## src/include/itmt_map.svh

```systemverilog
/*
  Constants for the interval timer with missed-event timeout: command
  word bit positions, widths, reset values and tick timing.
  Assumes a single 250 MHz clock and a 1 MHz counting tick made from it.
*/
// Behaviour
// - Bit 10 steers bits 7, 11-13 meaning
// - Steer low, bit 12: interrupt arrivals load preset
// - Steer low, bit 11: overflow loads preset
// - Steer high, bit 11: load preset now
// - Steer high, bit 12: clear counter anytime
// - Steer low, bit 13: stop on overflow
// - Steer high, bit 13: capture readout register
// - Bit 14 selects input or counter
// - Bit 15 gates counting, zero freezes
// - Gate and select update every command
// - Conditional modes update only steering low
// - Actions pulse only when steering high
// - Action generators self-return to idle
// - Overflow pulse is the early warning
// - Missed timer: 8-bit counter and preset
// - Early pulse starts missed timer counting
// - Missed timeout pulse one clock wide
// - Arrival pulse suppresses missed timeout
// - Timeout interrupts, purges, retriggers timer
// - 16-bit counter and preset at 1 MHz
// - Timing derived from the system clock
// - Overflow with stop halts, early pulse out
`ifndef ITMT_MAP_SVH
`define ITMT_MAP_SVH

`define ITMT_BIT_ON_TIMEOUT 7
`define ITMT_BIT_STEER      10
`define ITMT_BIT_OVF_LOAD   11
`define ITMT_BIT_ARRIVAL    12
`define ITMT_BIT_STOP_OVF   13
`define ITMT_BIT_SEL        14
`define ITMT_BIT_GATE       15

`define ITMT_CNT_ZERO  16'h0000
`define ITMT_CNT_MAX   16'hFFFF
`define ITMT_MIT_ZERO  8'h00
`define ITMT_MIT_MAX   8'hFF
`define ITMT_PRE_ZERO  8'h00

`define ITMT_CLK_NS    4
`define ITMT_TICK_NS   1000
`define ITMT_TICK_DIV  (`ITMT_TICK_NS / `ITMT_CLK_NS)
`define ITMT_EARLY_US  56

`endif

```

## src/include/itmt_pkg.sv

```systemverilog
/*
  Types for the interval timer block: mode groups, action pulses and
  missed-event timer states.
  Assumes itmt_map.svh is included by the design file.
*/
package itmt_pkg;

  typedef struct packed {
    logic gate;
    logic sel;
  } itmt_mode_s;

  typedef struct packed {
    logic on_timeout;
    logic ovf_load;
    logic on_arrival;
    logic stop_ovf;
  } itmt_cond_s;

  typedef struct packed {
    logic clear;
    logic read;
    logic load;
  } itmt_act_s;

  typedef enum logic [0:0] {
    ITMT_MIT_IDLE,
    ITMT_MIT_RUN
  } itmt_mit_e;

endpackage

```

## src/hdl/itmt_timer.sv

```systemverilog
/*
  Interval timer with command word, diagnostic readout and a companion
  missed-event timer that retriggers it when no arrival pulse comes.
  Assumes command and preset writes are synchronous to clock; the
  arrival pulse comes from a pin and is synchronised here.
*/
`timescale 1ns/1ps
`include "itmt_map.svh"

module itmt_timer (
  // Clock and reset
  input  wire logic        clock,
  input  wire logic        rst_n,
  // Host command and preset writes
  input  wire logic        cmd_valid,
  input  wire logic [15:0] cmd_word,
  input  wire logic        preset_wr,
  input  wire logic [15:0] preset_data,
  input  wire logic        mit_preset_wr,
  input  wire logic [7:0]  mit_preset_data,
  // Host readout
  output logic      [15:0] read_data,
  // Arrival pulse from the receiver pin
  input  wire logic        arrival_time_pulse,
  // Event outputs
  output logic             early_pulse,
  output logic             timeout_irq,
  output logic             purge_pulse
);

  function automatic itmt_pkg::itmt_act_s decode_act(input logic [15:0] w);
    itmt_pkg::itmt_act_s a;
    a.clear = w[`ITMT_BIT_ARRIVAL];
    a.read  = w[`ITMT_BIT_STOP_OVF];
    a.load  = w[`ITMT_BIT_OVF_LOAD];
    return a;
  endfunction

  itmt_pkg::itmt_mode_s mode_q, mode_d;
  itmt_pkg::itmt_cond_s cond_q, cond_d;
  itmt_pkg::itmt_act_s  act_q,  act_d;
  logic [15:0]          preset_q, preset_d;
  logic [15:0]          out_q, out_d;

  // Command decode and mode registers
  always_comb begin
    mode_d   = mode_q;
    cond_d   = cond_q;
    act_d    = '0;
    preset_d = preset_wr ? preset_data : preset_q;
    if (cmd_valid) begin
      mode_d.gate = cmd_word[`ITMT_BIT_GATE];
      mode_d.sel  = cmd_word[`ITMT_BIT_SEL];
      if (cmd_word[`ITMT_BIT_STEER]) begin
        act_d = decode_act(cmd_word);
      end else begin
        cond_d.on_timeout = cmd_word[`ITMT_BIT_ON_TIMEOUT];
        cond_d.ovf_load   = cmd_word[`ITMT_BIT_OVF_LOAD];
        cond_d.on_arrival = cmd_word[`ITMT_BIT_ARRIVAL];
        cond_d.stop_ovf   = cmd_word[`ITMT_BIT_STOP_OVF];
      end
    end
  end

  always_ff @(posedge clock or negedge rst_n) begin
    if (!rst_n) begin
      mode_q   <= '0;
      cond_q   <= '0;
      act_q    <= '0;
      preset_q <= `ITMT_CNT_ZERO;
    end else begin
      mode_q   <= mode_d;
      cond_q   <= cond_d;
      act_q    <= act_d;
      preset_q <= preset_d;
    end
  end

  // Arrival pin synchroniser and edge detect
  logic arr_m_q, arr_s_q, arr_p_q;
  logic arrival;
  always_ff @(posedge clock or negedge rst_n) begin
    if (!rst_n) begin
      arr_m_q <= 1'b0;
      arr_s_q <= 1'b0;
      arr_p_q <= 1'b0;
    end else begin
      arr_m_q <= arrival_time_pulse;
      arr_s_q <= arr_m_q;
      arr_p_q <= arr_s_q;
    end
  end
  assign arrival = arr_s_q & ~arr_p_q;

  // Microsecond tick; the 250 MHz clock stands in for the system clock
  logic [7:0] pre_q, pre_d;
  logic       tick;
  assign tick = (pre_q == 8'(`ITMT_TICK_DIV - 1));
  always_comb begin
    pre_d = tick ? `ITMT_PRE_ZERO : pre_q + 8'h01;
  end

  // Interval counter
  logic [15:0] cnt_q, cnt_d;
  logic        halt_q, halt_d;
  logic        early_q, early_d;
  logic        ovf, any_load, retrig;
  assign ovf      = tick && mode_q.gate && !halt_q && (cnt_q == `ITMT_CNT_MAX);
  assign any_load = act_q.load
                  || (cond_q.on_arrival && arrival)
                  || (cond_q.on_timeout && retrig);
  always_comb begin
    cnt_d   = cnt_q;
    halt_d  = halt_q;
    early_d = ovf;
    out_d   = out_q;
    if (act_q.read) begin
      out_d = mode_q.sel ? cnt_q : preset_q;
    end
    if (act_q.clear) begin
      cnt_d  = `ITMT_CNT_ZERO;
      halt_d = 1'b0;
    end else if (any_load) begin
      cnt_d  = preset_q;
      halt_d = 1'b0;
    end else if (ovf) begin
      if (cond_q.ovf_load) begin
        cnt_d = preset_q;
      end else if (cond_q.stop_ovf) begin
        halt_d = 1'b1;
      end else begin
        cnt_d = `ITMT_CNT_ZERO;
      end
    end else if (tick && mode_q.gate && !halt_q) begin
      cnt_d = cnt_q + 16'h0001;
    end
  end

  always_ff @(posedge clock or negedge rst_n) begin
    if (!rst_n) begin
      pre_q   <= `ITMT_PRE_ZERO;
      cnt_q   <= `ITMT_CNT_ZERO;
      halt_q  <= 1'b0;
      early_q <= 1'b0;
      out_q   <= `ITMT_CNT_ZERO;
    end else begin
      pre_q   <= pre_d;
      cnt_q   <= cnt_d;
      halt_q  <= halt_d;
      early_q <= early_d;
      out_q   <= out_d;
    end
  end

  // Missed-event timer
  itmt_pkg::itmt_mit_e mit_st_q, mit_st_d;
  logic [7:0] mit_pre_q, mit_pre_d;
  logic [7:0] mit_cnt_q, mit_cnt_d;
  logic       tout_q, tout_d;
  logic       expire;
  assign expire = (mit_st_q == itmt_pkg::ITMT_MIT_RUN) && tick
               && (mit_cnt_q == `ITMT_MIT_MAX) && !arrival;
  assign retrig = tout_q;
  always_comb begin
    mit_st_d  = mit_st_q;
    mit_cnt_d = mit_cnt_q;
    mit_pre_d = mit_preset_wr ? mit_preset_data : mit_pre_q;
    tout_d    = 1'b0;
    unique case (mit_st_q)
      itmt_pkg::ITMT_MIT_IDLE: begin
        if (early_q) begin
          mit_st_d  = itmt_pkg::ITMT_MIT_RUN;
          mit_cnt_d = mit_pre_q;
        end
      end
      itmt_pkg::ITMT_MIT_RUN: begin
        if (arrival) begin
          mit_st_d = itmt_pkg::ITMT_MIT_IDLE;
        end else if (expire) begin
          mit_st_d = itmt_pkg::ITMT_MIT_IDLE;
          tout_d   = 1'b1;
        end else if (tick) begin
          mit_cnt_d = mit_cnt_q + 8'h01;
        end
      end
    endcase
  end

  always_ff @(posedge clock or negedge rst_n) begin
    if (!rst_n) begin
      mit_st_q  <= itmt_pkg::ITMT_MIT_IDLE;
      mit_pre_q <= `ITMT_MIT_ZERO;
      mit_cnt_q <= `ITMT_MIT_ZERO;
      tout_q    <= 1'b0;
    end else begin
      mit_st_q  <= mit_st_d;
      mit_pre_q <= mit_pre_d;
      mit_cnt_q <= mit_cnt_d;
      tout_q    <= tout_d;
    end
  end

  // Timeout drives interrupt and purge together; retrigger loads next cycle
  assign read_data   = out_q;
  assign early_pulse = early_q;
  assign timeout_irq = tout_q;
  assign purge_pulse = tout_q;
endmodule

```

## config.mk

```make
export PLATFORM = sky130hd
export DESIGN_NAME = itmt_timer
export DESIGN_NICKNAME = d
export VERILOG_FILES = /design/src/include/itmt_pkg.sv /design/src/hdl/itmt_timer.sv
export VERILOG_INCLUDE_DIRS = /design/src /design/src/include
export SDC_FILE = /design/constraint.sdc
export NUM_CORES = 1
export LEC_CHECK = 0
export ABC_AREA = 1
export BUFFER_PORTS_ARGS = -buffer_cell sky130_fd_sc_hd__buf_2
export CAP_MARGIN = 20
export CORE_ASPECT_RATIO = 1.25
export CORE_UTILIZATION = 50
export CTS_BUF_LIST = sky130_fd_sc_hd__clkbuf_16
export CTS_CLUSTER_SIZE = 25
export DETAILED_ROUTE_END_ITERATION = 16
export GPL_ROUTABILITY_DRIVEN = 0
export PLACE_DENSITY = 0.74
export SETUP_SLACK_MARGIN = 0.15
export SKIP_LAST_GASP = 1
export SYNTH_ARGS = -nofsm -noshare
export SYNTH_HDL_FRONTEND = slang
export SYNTH_SLANG_ARGS = --single-unit
export TNS_END_PERCENT = 20
```

## constraint.sdc

```tcl
create_clock -name clock -period 1.75 [get_ports clock]
set_clock_uncertainty 0.2 [all_clocks]
set_input_delay 0.4375 -clock clock [delete_from_list [all_inputs] [get_ports clock]]
set_output_delay 0.4375 -clock clock [all_outputs]
set_load 0.03 [all_outputs]
```

* Yosys cells after proc, flatten, opt, wreduce, memory -nomap -nowiden
Cells that the tools add are included.
** Storage, ports and cells
- Bits in registers :: 88
- Input bits :: 46
- Output and inout port bits :: 19
- Word-level logic and storage cells :: 84
** Operators by class
- $add $sub $neg :: 3
- Equality and inequality tests :: 9
- Mux-type cells :: 27
- Bitwise operators :: 4
- Reduce and logical (&&, ||, !) cells :: 19
** Operators with widths (number)
- 16-bit two-way mux :: 7
- 8-bit two-way mux :: 5
- 16-bit by 1-bit adder with 16-bit output, second input constant :: 1
- 8-bit by 1-bit adder with 8-bit output, second input constant :: 2
- 16-bit == test, second input constant :: 1
- 8-bit == test, second input constant :: 2
- 8-bit case mux with 2 select lines :: 1
- 1-bit two-way mux :: 11
- 1-bit logical AND :: 8
- 2-bit inequality test, second input constant :: 4
- 3-bit two-way mux :: 2
- 3-bit nonzero test :: 2
- 5-bit by 4-bit inequality test with 1-bit output, second input constant :: 1
- 2-bit AND reduction :: 2
- 4-bit AND reduction :: 1
- 4-bit nonzero test :: 1
- 3-bit by 1-bit inequality test with 1-bit output, second input constant :: 1
- 1-bit NOT :: 3
- 3-bit AND reduction :: 1
- 1-bit zero test :: 2
- 1-bit logical OR :: 2
- 1-bit case mux with 2 select lines :: 1
- 1-bit AND :: 1

* Longest topological paths before layout
Gate-level depths: netlist (run 1).
- Depth after elaboration :: 7
- Gate-level depth with buffers :: 13
- Gate-level depth less buffers :: 12

* Worst setup path before layout (run 1)
OpenSTA, ideal clock, no wires.
- Kind :: register -> register
- Start :: register cnt_q[0]
- End :: register cnt_q[4]
- Arrival :: 1556 ps
- Slack :: -122 ps
- Stages on the path, launching flop included :: 10
- Path through :: dfrtp_1 -> ha_1 -> nand2_2 -> nor2_4 -> nand4_2 -> o21ai_4 -> a21oi_4 -> buf_6 -> nand2_1 -> nand2_1
** Between the ends
- Longest elaborated chain between the ends :: 5
** Ends and longest elaborated chain
- start, declared :: RTL line itmt_timer.sv:104 : logic [15:0] cnt_q, cnt_d;
- start signal, assigned :: RTL line itmt_timer.sv:142 : cnt_q <= `ITMT_CNT_ZERO;
- start signal, assigned :: RTL line itmt_timer.sv:148 : cnt_q <= cnt_d;
- 16-bit by 1-bit adder with 16-bit output or 16-bit == test (tied branches)
- 16-bit two-way mux or 1-bit logical AND (tied branches) :: RTL line itmt_timer.sv:134, itmt_timer.sv:108
- 16-bit two-way mux :: RTL line itmt_timer.sv:126 : end else if (ovf) begin
- 16-bit two-way mux :: RTL line itmt_timer.sv:123 : end else if (any_load) begin
- 16-bit two-way mux :: RTL line itmt_timer.sv:120 : if (act_q.clear) begin
Parallel ways exist; a longest one is shown, timed or not. The select of a mux whose other input is x is not followed.
A chain may end at the register's enable or synchronous reset.

* Worst setup path in the final report (run 1)
- Start :: register cnt_q[1]
- End :: register cnt_q[11]
The elaborated chain is that of the path after synthesis.

==> impl_metrics.yaml, run 1 <==
drt:
  postRouteAntennaNets: 0
  drt_iter0_drc: 242
  routed_wl_um: 10800
  wl_per_cell_um: 14.2
  viasPerCell: 5.29
  drtPass1Iterations: 4
  drcViolationCount: 0
  num_vias: 4008
sta:
  tightest_slew_ps: 482
  slew_headroom_pct: 67.8
  hold_violations: 0
  fin_crit_sh_pct: 109
  final-setup-viol-count: 24
  period_minus_slack_ps: 1910
  fmax_mhz: 525
  rsz0062_at_grt: "true"
  tns_ps: -3180
  worst_slack_ps: -155
  slew_viol_final: 0
placement:
  placed_cells: 729
  io_buffers: 55
  dpl.hpwl_um: 7120
  postPlaceCellArea_um2: 5160
min_path:
  hold_path_end: "mit_pre_q[7]$_DFFE_PN0P_"
  hold_depth: 3
  hp-start: "mit_preset_data[7]"
  hold_path_class: "in -> reg"
critical_path:
  crit_cells: 10
  reg2regPathDepth: 10
  worstReg2RegEnd: "cnt_q[11]$_DFFE_PN0P_"
  crit_required_ps: 1780
  crit_chain: "ha_2, nand2_2, nor2_4, nand4_4, o21ai_4, buf_12, a21oi_4, buf_12, nand2_1, nand2_1"
  worst_setup_path_start_kind: "flop"
  cpPeakStageDelay_ps: 360
  crit_type: "reg -> reg"
  cp_num_buf_inv: 2
  crit_fanout: 14
  cp.arrival_ps: 1930
  r2r_setup_slack_ps: -160
  critical_path.top_delay_family: "simple AND/OR/NAND/NOR gates"
  crit_slowest_cell: "dfrtp_1"
  r2r_start: "cnt_q[1]$_DFFE_PN0P_"
  critPathCaptureType: "flop"
global_routing:
  antenna_found_initial: 0
  grt_pass1_wl_um: 17500
  grtUsageTotal_pct: 24.4
  grt_pass1_vias: 3928
  grt-ovfl-total: 0
  grt_max_degree: 89
final_layout:
  final_util_pct: 68.6
  final_cell_area_um2: 5750
  nets: 686
  fillers: 649
  layout-drive-gt1-share_pct: 29.0
  diodes: 0
  final_cell_count_no_fill: 758
  area_growth_pct: 30.9
clock_tree:
  cts_buffer_depth: 2
  insertion_delay_ps: 340
  root_buffer: "clkbuf_16"
  clock_sinks: 88
  cts_tree: "done"
  clk_pin_slew_worst_paths_ps: 60
  htree_levels: 3
  cts_made_buffers: 9
floorplan:
  die_h_um: 107
  start_util_pct: 52.4
  die_area_um2: 9160
  die_w_um: 85.8
  core-area_um2: 8380
  pin_count: 65
  rows: 37
synth:
  ys.flop_type: "dfrtp_1"
  ys_warn_count: 0
  synthDistinctLibCells: 36
  synth_fp_nets: 570
  synth-seq-cells: 88
  syn_avg_cell_area_um2: 8.45
  syn_inst: 520
  synth_edf_count: 0
  synth-async-reset-ratio_pct: 100
  ys_seq_area_share_pct: 50.1
  syn-cell-area_um2: 4390
power:
  power.density_nw_per_um2: 959
  cellLeakagePower_uw: 0.00287
  ir_worst_vdd_v: 0.000574
job:
  drv_cap: 0
run_status:
  violations: "negative setup slack"
  status: "finished, violations left"
## worst min-delay path, delay by kind of cell
family                 cells  cell delay, ps
buffers and inverters      1              70
AOI/OAI and AO/OA          1              60
and+or+nand+nor            1              30
## worst max path at each step
stage                               startpoint  slack (ps)                       end
after floorplan           cnt_q[0]$_DFFE_PN0P_        -120      cnt_q[4]$_DFFE_PN0P_
final                     cnt_q[1]$_DFFE_PN0P_        -160     cnt_q[11]$_DFFE_PN0P_
after CTS                 cnt_q[1]$_DFFE_PN0P_        -150     cnt_q[15]$_DFFE_PN0P_
after global placement      pre_q[1]$_DFF_PN0_        -180  mit_cnt_q[6]$_DFFE_PN0P_
after global routing        pre_q[1]$_DFF_PN0_        -270  mit_cnt_q[1]$_DFFE_PN0P_
after detailed placement    pre_q[1]$_DFF_PN0_        -230  mit_cnt_q[1]$_DFFE_PN0P_
## logic make-up (layout without fill, tap and decap cells)
kind of cell / Yosys count / in the layout / synth area share, %
adder cells (fa/ha/maj): 4 / 4 / 1.14
XOR/XNOR: 14 / 14 / 2.79
AND/OR/NAND/NOR: 275 / 276 / 26.7
AO/OA/AOI/OAI: 61 / 61 / 8.26
buffers and inverters: 57 / 177 / 5.58
flip-flops: 88 / 88 / 50.1
multiplexers: 21 / 21 / 5.38
## layout by cell type (no fill, tap or decap), types with 12 or more instances in the layout
cell type / Yosys / final
nand3_1: 31 / 30
mux2_2: 21 / 21
dfrtp_1: 88 / 88
a31oi_1: 17 / 17
nor2_1: 46 / 43
clkbuf_16: 0 / 12
buf_4: 2 / 54
nand2_1: 168 / 164
buf_2: 1 / 54
inv_1: 38 / 38
xor2_1: 12 / 12
o21ai_0: 27 / 26
## registers in the layout, indices dropped and copies added, names as in the netlist, 2 cells and up
register / count
mode_q: 2
preset_q: 16
cond_q: 4
cnt_q: 16
mit_cnt_q: 8
read_data: 16
pre_q: 8
mit_pre_q: 8
act_q: 3
## power breakdown
part / internal (µW) / leakage (µW) / switching [µW]
combinational: 450 / 0.00163 / 665
sequential: 2260 / 0.00109 / 130
clock: 1240 / 0.000154 / 771
total: 3950 / 0.00287 / 1570
## cell usage after synthesis (3+ instances only)
cell type	instances	area (µm²)
nand2_2	4	25.0
nor2_2	6	37.5
nor3_1	4	20.0
clkbuf_1	10	37.5
inv_1	38	143
nand4_1	7	43.8
xor2_1	12	105
a31oi_1	17	106
nand2_1	168	631
nor2_1	46	173
nand3_1	31	155
a21oi_1	9	45.0
buf_6	3	33.8
ha_1	4	50.1
o21ai_0	27	135
mux2_2	21	236
dfrtp_1	88	2200
## metal layers
metal	GRT usage, %	vias up	part of all wire, %
met4	9.76	0	2.6
met2	43.9	114	52
li1	-	1920	-
met3	4.31	29	4.9
met5	0	-	0
met1	28.7	1945	40
## through the flow
step	hold WS (ps)	worst slack, ps	total power (µW)
after CTS	101	-148	5530
after detailed placement	165	-232	3510
final	106	-155	5510
after global routing	113	-266	5780
after global placement	163	-183	3480
after floorplan	-58.1	-120	3070
## what timing repair did
item | 4_1_cts | 5_1_grt
endpoints found under the hold margin | 89 | 0
cloned | 1 | 3
resized for setup | 12 | 16
pin swaps | 5 | 2
buffers inserted | 2 | 5
hold buffers | 2 | 0
endpoints found under the setup margin | 33 | 34
## final cells by class
cell class | instances | area [µm²] | share of cell area [%]
clock buffer | 9 | 225 | 3.92
clock inverter | 7 | 86.3 | 1.50
inverter | 41 | 158 | 2.74
multi-input combinational | 376 | 2040 | 35.4
sequential | 88 | 2200 | 38.3
tap | 117 | 146 | 2.55
timing repair buffer | 120 | 893 | 15.5
No activity file was read; power rests on OpenSTA's default activity.
==> run 2: changes to the inputs <==
--- a/config.mk
+++ b/config.mk
@@ -17,3 +17,3 @@
 export GPL_ROUTABILITY_DRIVEN = 0
-export PLACE_DENSITY = 0.74
+export PLACE_DENSITY = 0.71
 export SETUP_SLACK_MARGIN = 0.15
==> constraint.sdc (replaced) <==
create_clock -name clock -period 2.09 [get_ports clock]
set_clock_uncertainty 0.2 [all_clocks]
set_input_delay 0.1045 -clock clock [delete_from_list [all_inputs] [get_ports clock]]
set_output_delay 0.1045 -clock clock [all_outputs]
set_load 0.03 [all_outputs]
==> run 2 against run 1 <==
The flow finishes with violations (negative hold slack). Global-route usage down 0.11 points. First-iteration DRC count is 20% lower. Non-clock buffer count rose by 8. Routed wire length hardly changed. Power fell by 20%. Core utilization grew 0.81 points. Sequential share of layout area down 0.42 points. Worst setup slack gained 210 ps. Critical path type is now in -> reg. Critical endpoint is now mode_q[1]$_DFFE_PN0P_. Largest cell class unchanged.
==> impl_metrics.yaml, run 2 (same netlist as run 1, synthesis figures left out) <==
run_status:
  status: "finished, violations left"
  violations: "negative hold slack"
power:
  power.density_nw_per_um2: 755
  cellLeakagePower_uw: 0.00280
  ir_worst_vdd_v: 0.000475
final_layout:
  final_cell_mix: "nand2_1, dfrtp_1, buf_2"
  diodes: 0
  layout-drive-gt1-share_pct: 22.5
  layout_commonest_cell: "nand2_1"
  nets: 694
  final_util_pct: 69.4
  fillers: 642
  area_growth_pct: 32.4
critical_path:
  r2r_start: "mit_cnt_q[0]$_DFFE_PN0P_"
  crit_type: "in -> reg"
  critPathCaptureType: "flop"
  crit_required_ps: 2100
  crit_fanout: 1
  reg2regPathDepth: 7
  worstReg2RegEnd: "mit_cnt_q[6]$_DFFE_PN0P_"
  cp.arrival_ps: 2050
  worst_setup_path_start_kind: "input port"
  r2r_setup_slack_ps: 190
min_path:
  hp-start: "mit_preset_wr"
  hold_path_end: "mit_pre_q[6]$_DFFE_PN0P_"
  hold_path_class: "in -> reg"
  hold_depth: 2
sta:
  hold_violations: 1
  final-setup-viol-count: 0
  rsz0062_at_grt: "true"
  tightest_slew_ps: 766
  fmax_mhz: 491
  slew_viol_final: 0
  fin_crit_sh_pct: 97.4
  slew_headroom_pct: 48.8
  tns_ps: 0
  period_minus_slack_ps: 2040
  worst_slack_ps: 54.3
  hold_slack_ps: -76.0
clock_tree:
  cts_made_buffers: 9
  htree_levels: 3
  root_buffer: "clkbuf_16"
  cts_buffer_depth: 2
  clock_sinks: 88
  cts_tree: "done"
  clk_pin_slew_worst_paths_ps: 60
  insertion_delay_ps: 330
drt:
  drtPass1Iterations: 4
  routed_wl_um: 10800
  drcViolationCount: 0
  postRouteAntennaNets: 0
  num_vias: 3969
  viasPerCell: 5.18
  drt_iter0_drc: 194
  wl_per_cell_um: 14.1
floorplan:
  start_util_pct: 52.4
  die_w_um: 85.8
  die_h_um: 107
  pin_count: 65
  rows: 37
  die_area_um2: 9160
  core-area_um2: 8380
global_routing:
  antenna_found_initial: 0
  grt_pass1_wl_um: 17600
  grt_max_degree: 42
  grtUsageTotal_pct: 24.3
  grt_pass1_vias: 3977
  grt-ovfl-total: 0
placement:
  dpl.hpwl_um: 6800
  io_buffers: 55
  place_ws_ps: 46.3
job:
  drv_cap: 0
==> run 2: cell count changes in the layout (fill, tap and decap cells not counted), moves of 2 or more <==
cell           before  now
a21oi_1             7    9
a21oi_2             2    0
buf_12              5    2
buf_4              54   22
bufinv_16           2    0
clkbuf_16          12    9
clkinvlp_4          1    4
dlygate4sd3_1       2   49
ha_2                2    0
nand2_8             0    2
==> run 2: worst max path at each step <==
stage                             startpoint                        to  slack, ps
floorplan               cnt_q[0]$_DFFE_PN0P_      cnt_q[4]$_DFFE_PN0P_        220
global placement          pre_q[1]$_DFF_PN0_      cnt_q[9]$_DFFE_PN0P_        100
detailed placement  mit_cnt_q[0]$_DFFE_PN0P_  mit_cnt_q[6]$_DFFE_PN0P_         50
CTS                       pre_q[1]$_DFF_PN0_      cnt_q[1]$_DFFE_PN0P_        130
global route        mit_cnt_q[0]$_DFFE_PN0P_  mit_cnt_q[6]$_DFFE_PN0P_         30
finish                          cmd_word[15]     mode_q[1]$_DFFE_PN0P_         50
==> run 2: worst max-delay path, cell delays in order <==
cell and delay (ps):
dlygate4sd3_1 550, buf_2 130, nand2_1 50, dlygate4sd3_1 560, o21ai_0 100, dlygate4sd3_1 570
==> run 2: report_power, final <==
part / total (µW) / internal, µW / switching, µW
sequential: 2050 / 1890 / 154
clock: 1430 / 792 / 636
combinational: 918 / 388 / 530
total: 4390 / 3070 / 1320
==> run 2: layer usage <==
layer | global-route usage (%) | vias to the layer above | wire (µm) | share of wire [%]
met3 | 5.08 | 23 | 386 | 3.6
met4 | 9.76 | 0 | 304 | 2.8
li1 | - | 1932 | - | -
met2 | 42.3 | 91 | 5540 | 51
met5 | 0 | - | 0 | 0
met1 | 29.3 | 1923 | 4560 | 42
==> run 2: stage by stage <==
step                      cell area, µm²  hold WS (ps)  power [µW]  cells
after floorplan                     4390          -391        2570    520
after global placement              4890          -207        2840    695
after detailed placement            4890          -203        2870    695
after CTS                           5670          46.2        4390    761
after global routing                5820          22.0        4610    766
final                               5820         -76.0        4390    766
==> run 2: cell type report <==
| cell class | count | area [µm²] | share of cell area [%] |
|---|---|---|---|
| Tap cell | 117 | 146 | 2.52 |
| Sequential cell | 88 | 2200 | 37.9 |
| Timing Repair Buffer | 128 | 977 | 16.8 |
| Clock buffer | 9 | 225 | 3.87 |
| Multi-Input combinational cell | 376 | 2070 | 35.5 |
| Inverter | 41 | 158 | 2.71 |
| Clock inverter | 7 | 40.0 | 0.688 |
==> run 2: what timing repair did <==
action | 4_1_cts | 5_1_grt
hold endpoints to repair | 122 | 0
hold buffers | 50 | 0
gates cloned | 0 | 1
setup endpoints to repair | 24 | 26
buffers inserted | 0 | 5
gates resized for setup | 3 | 24
pin swaps | 0 | 8
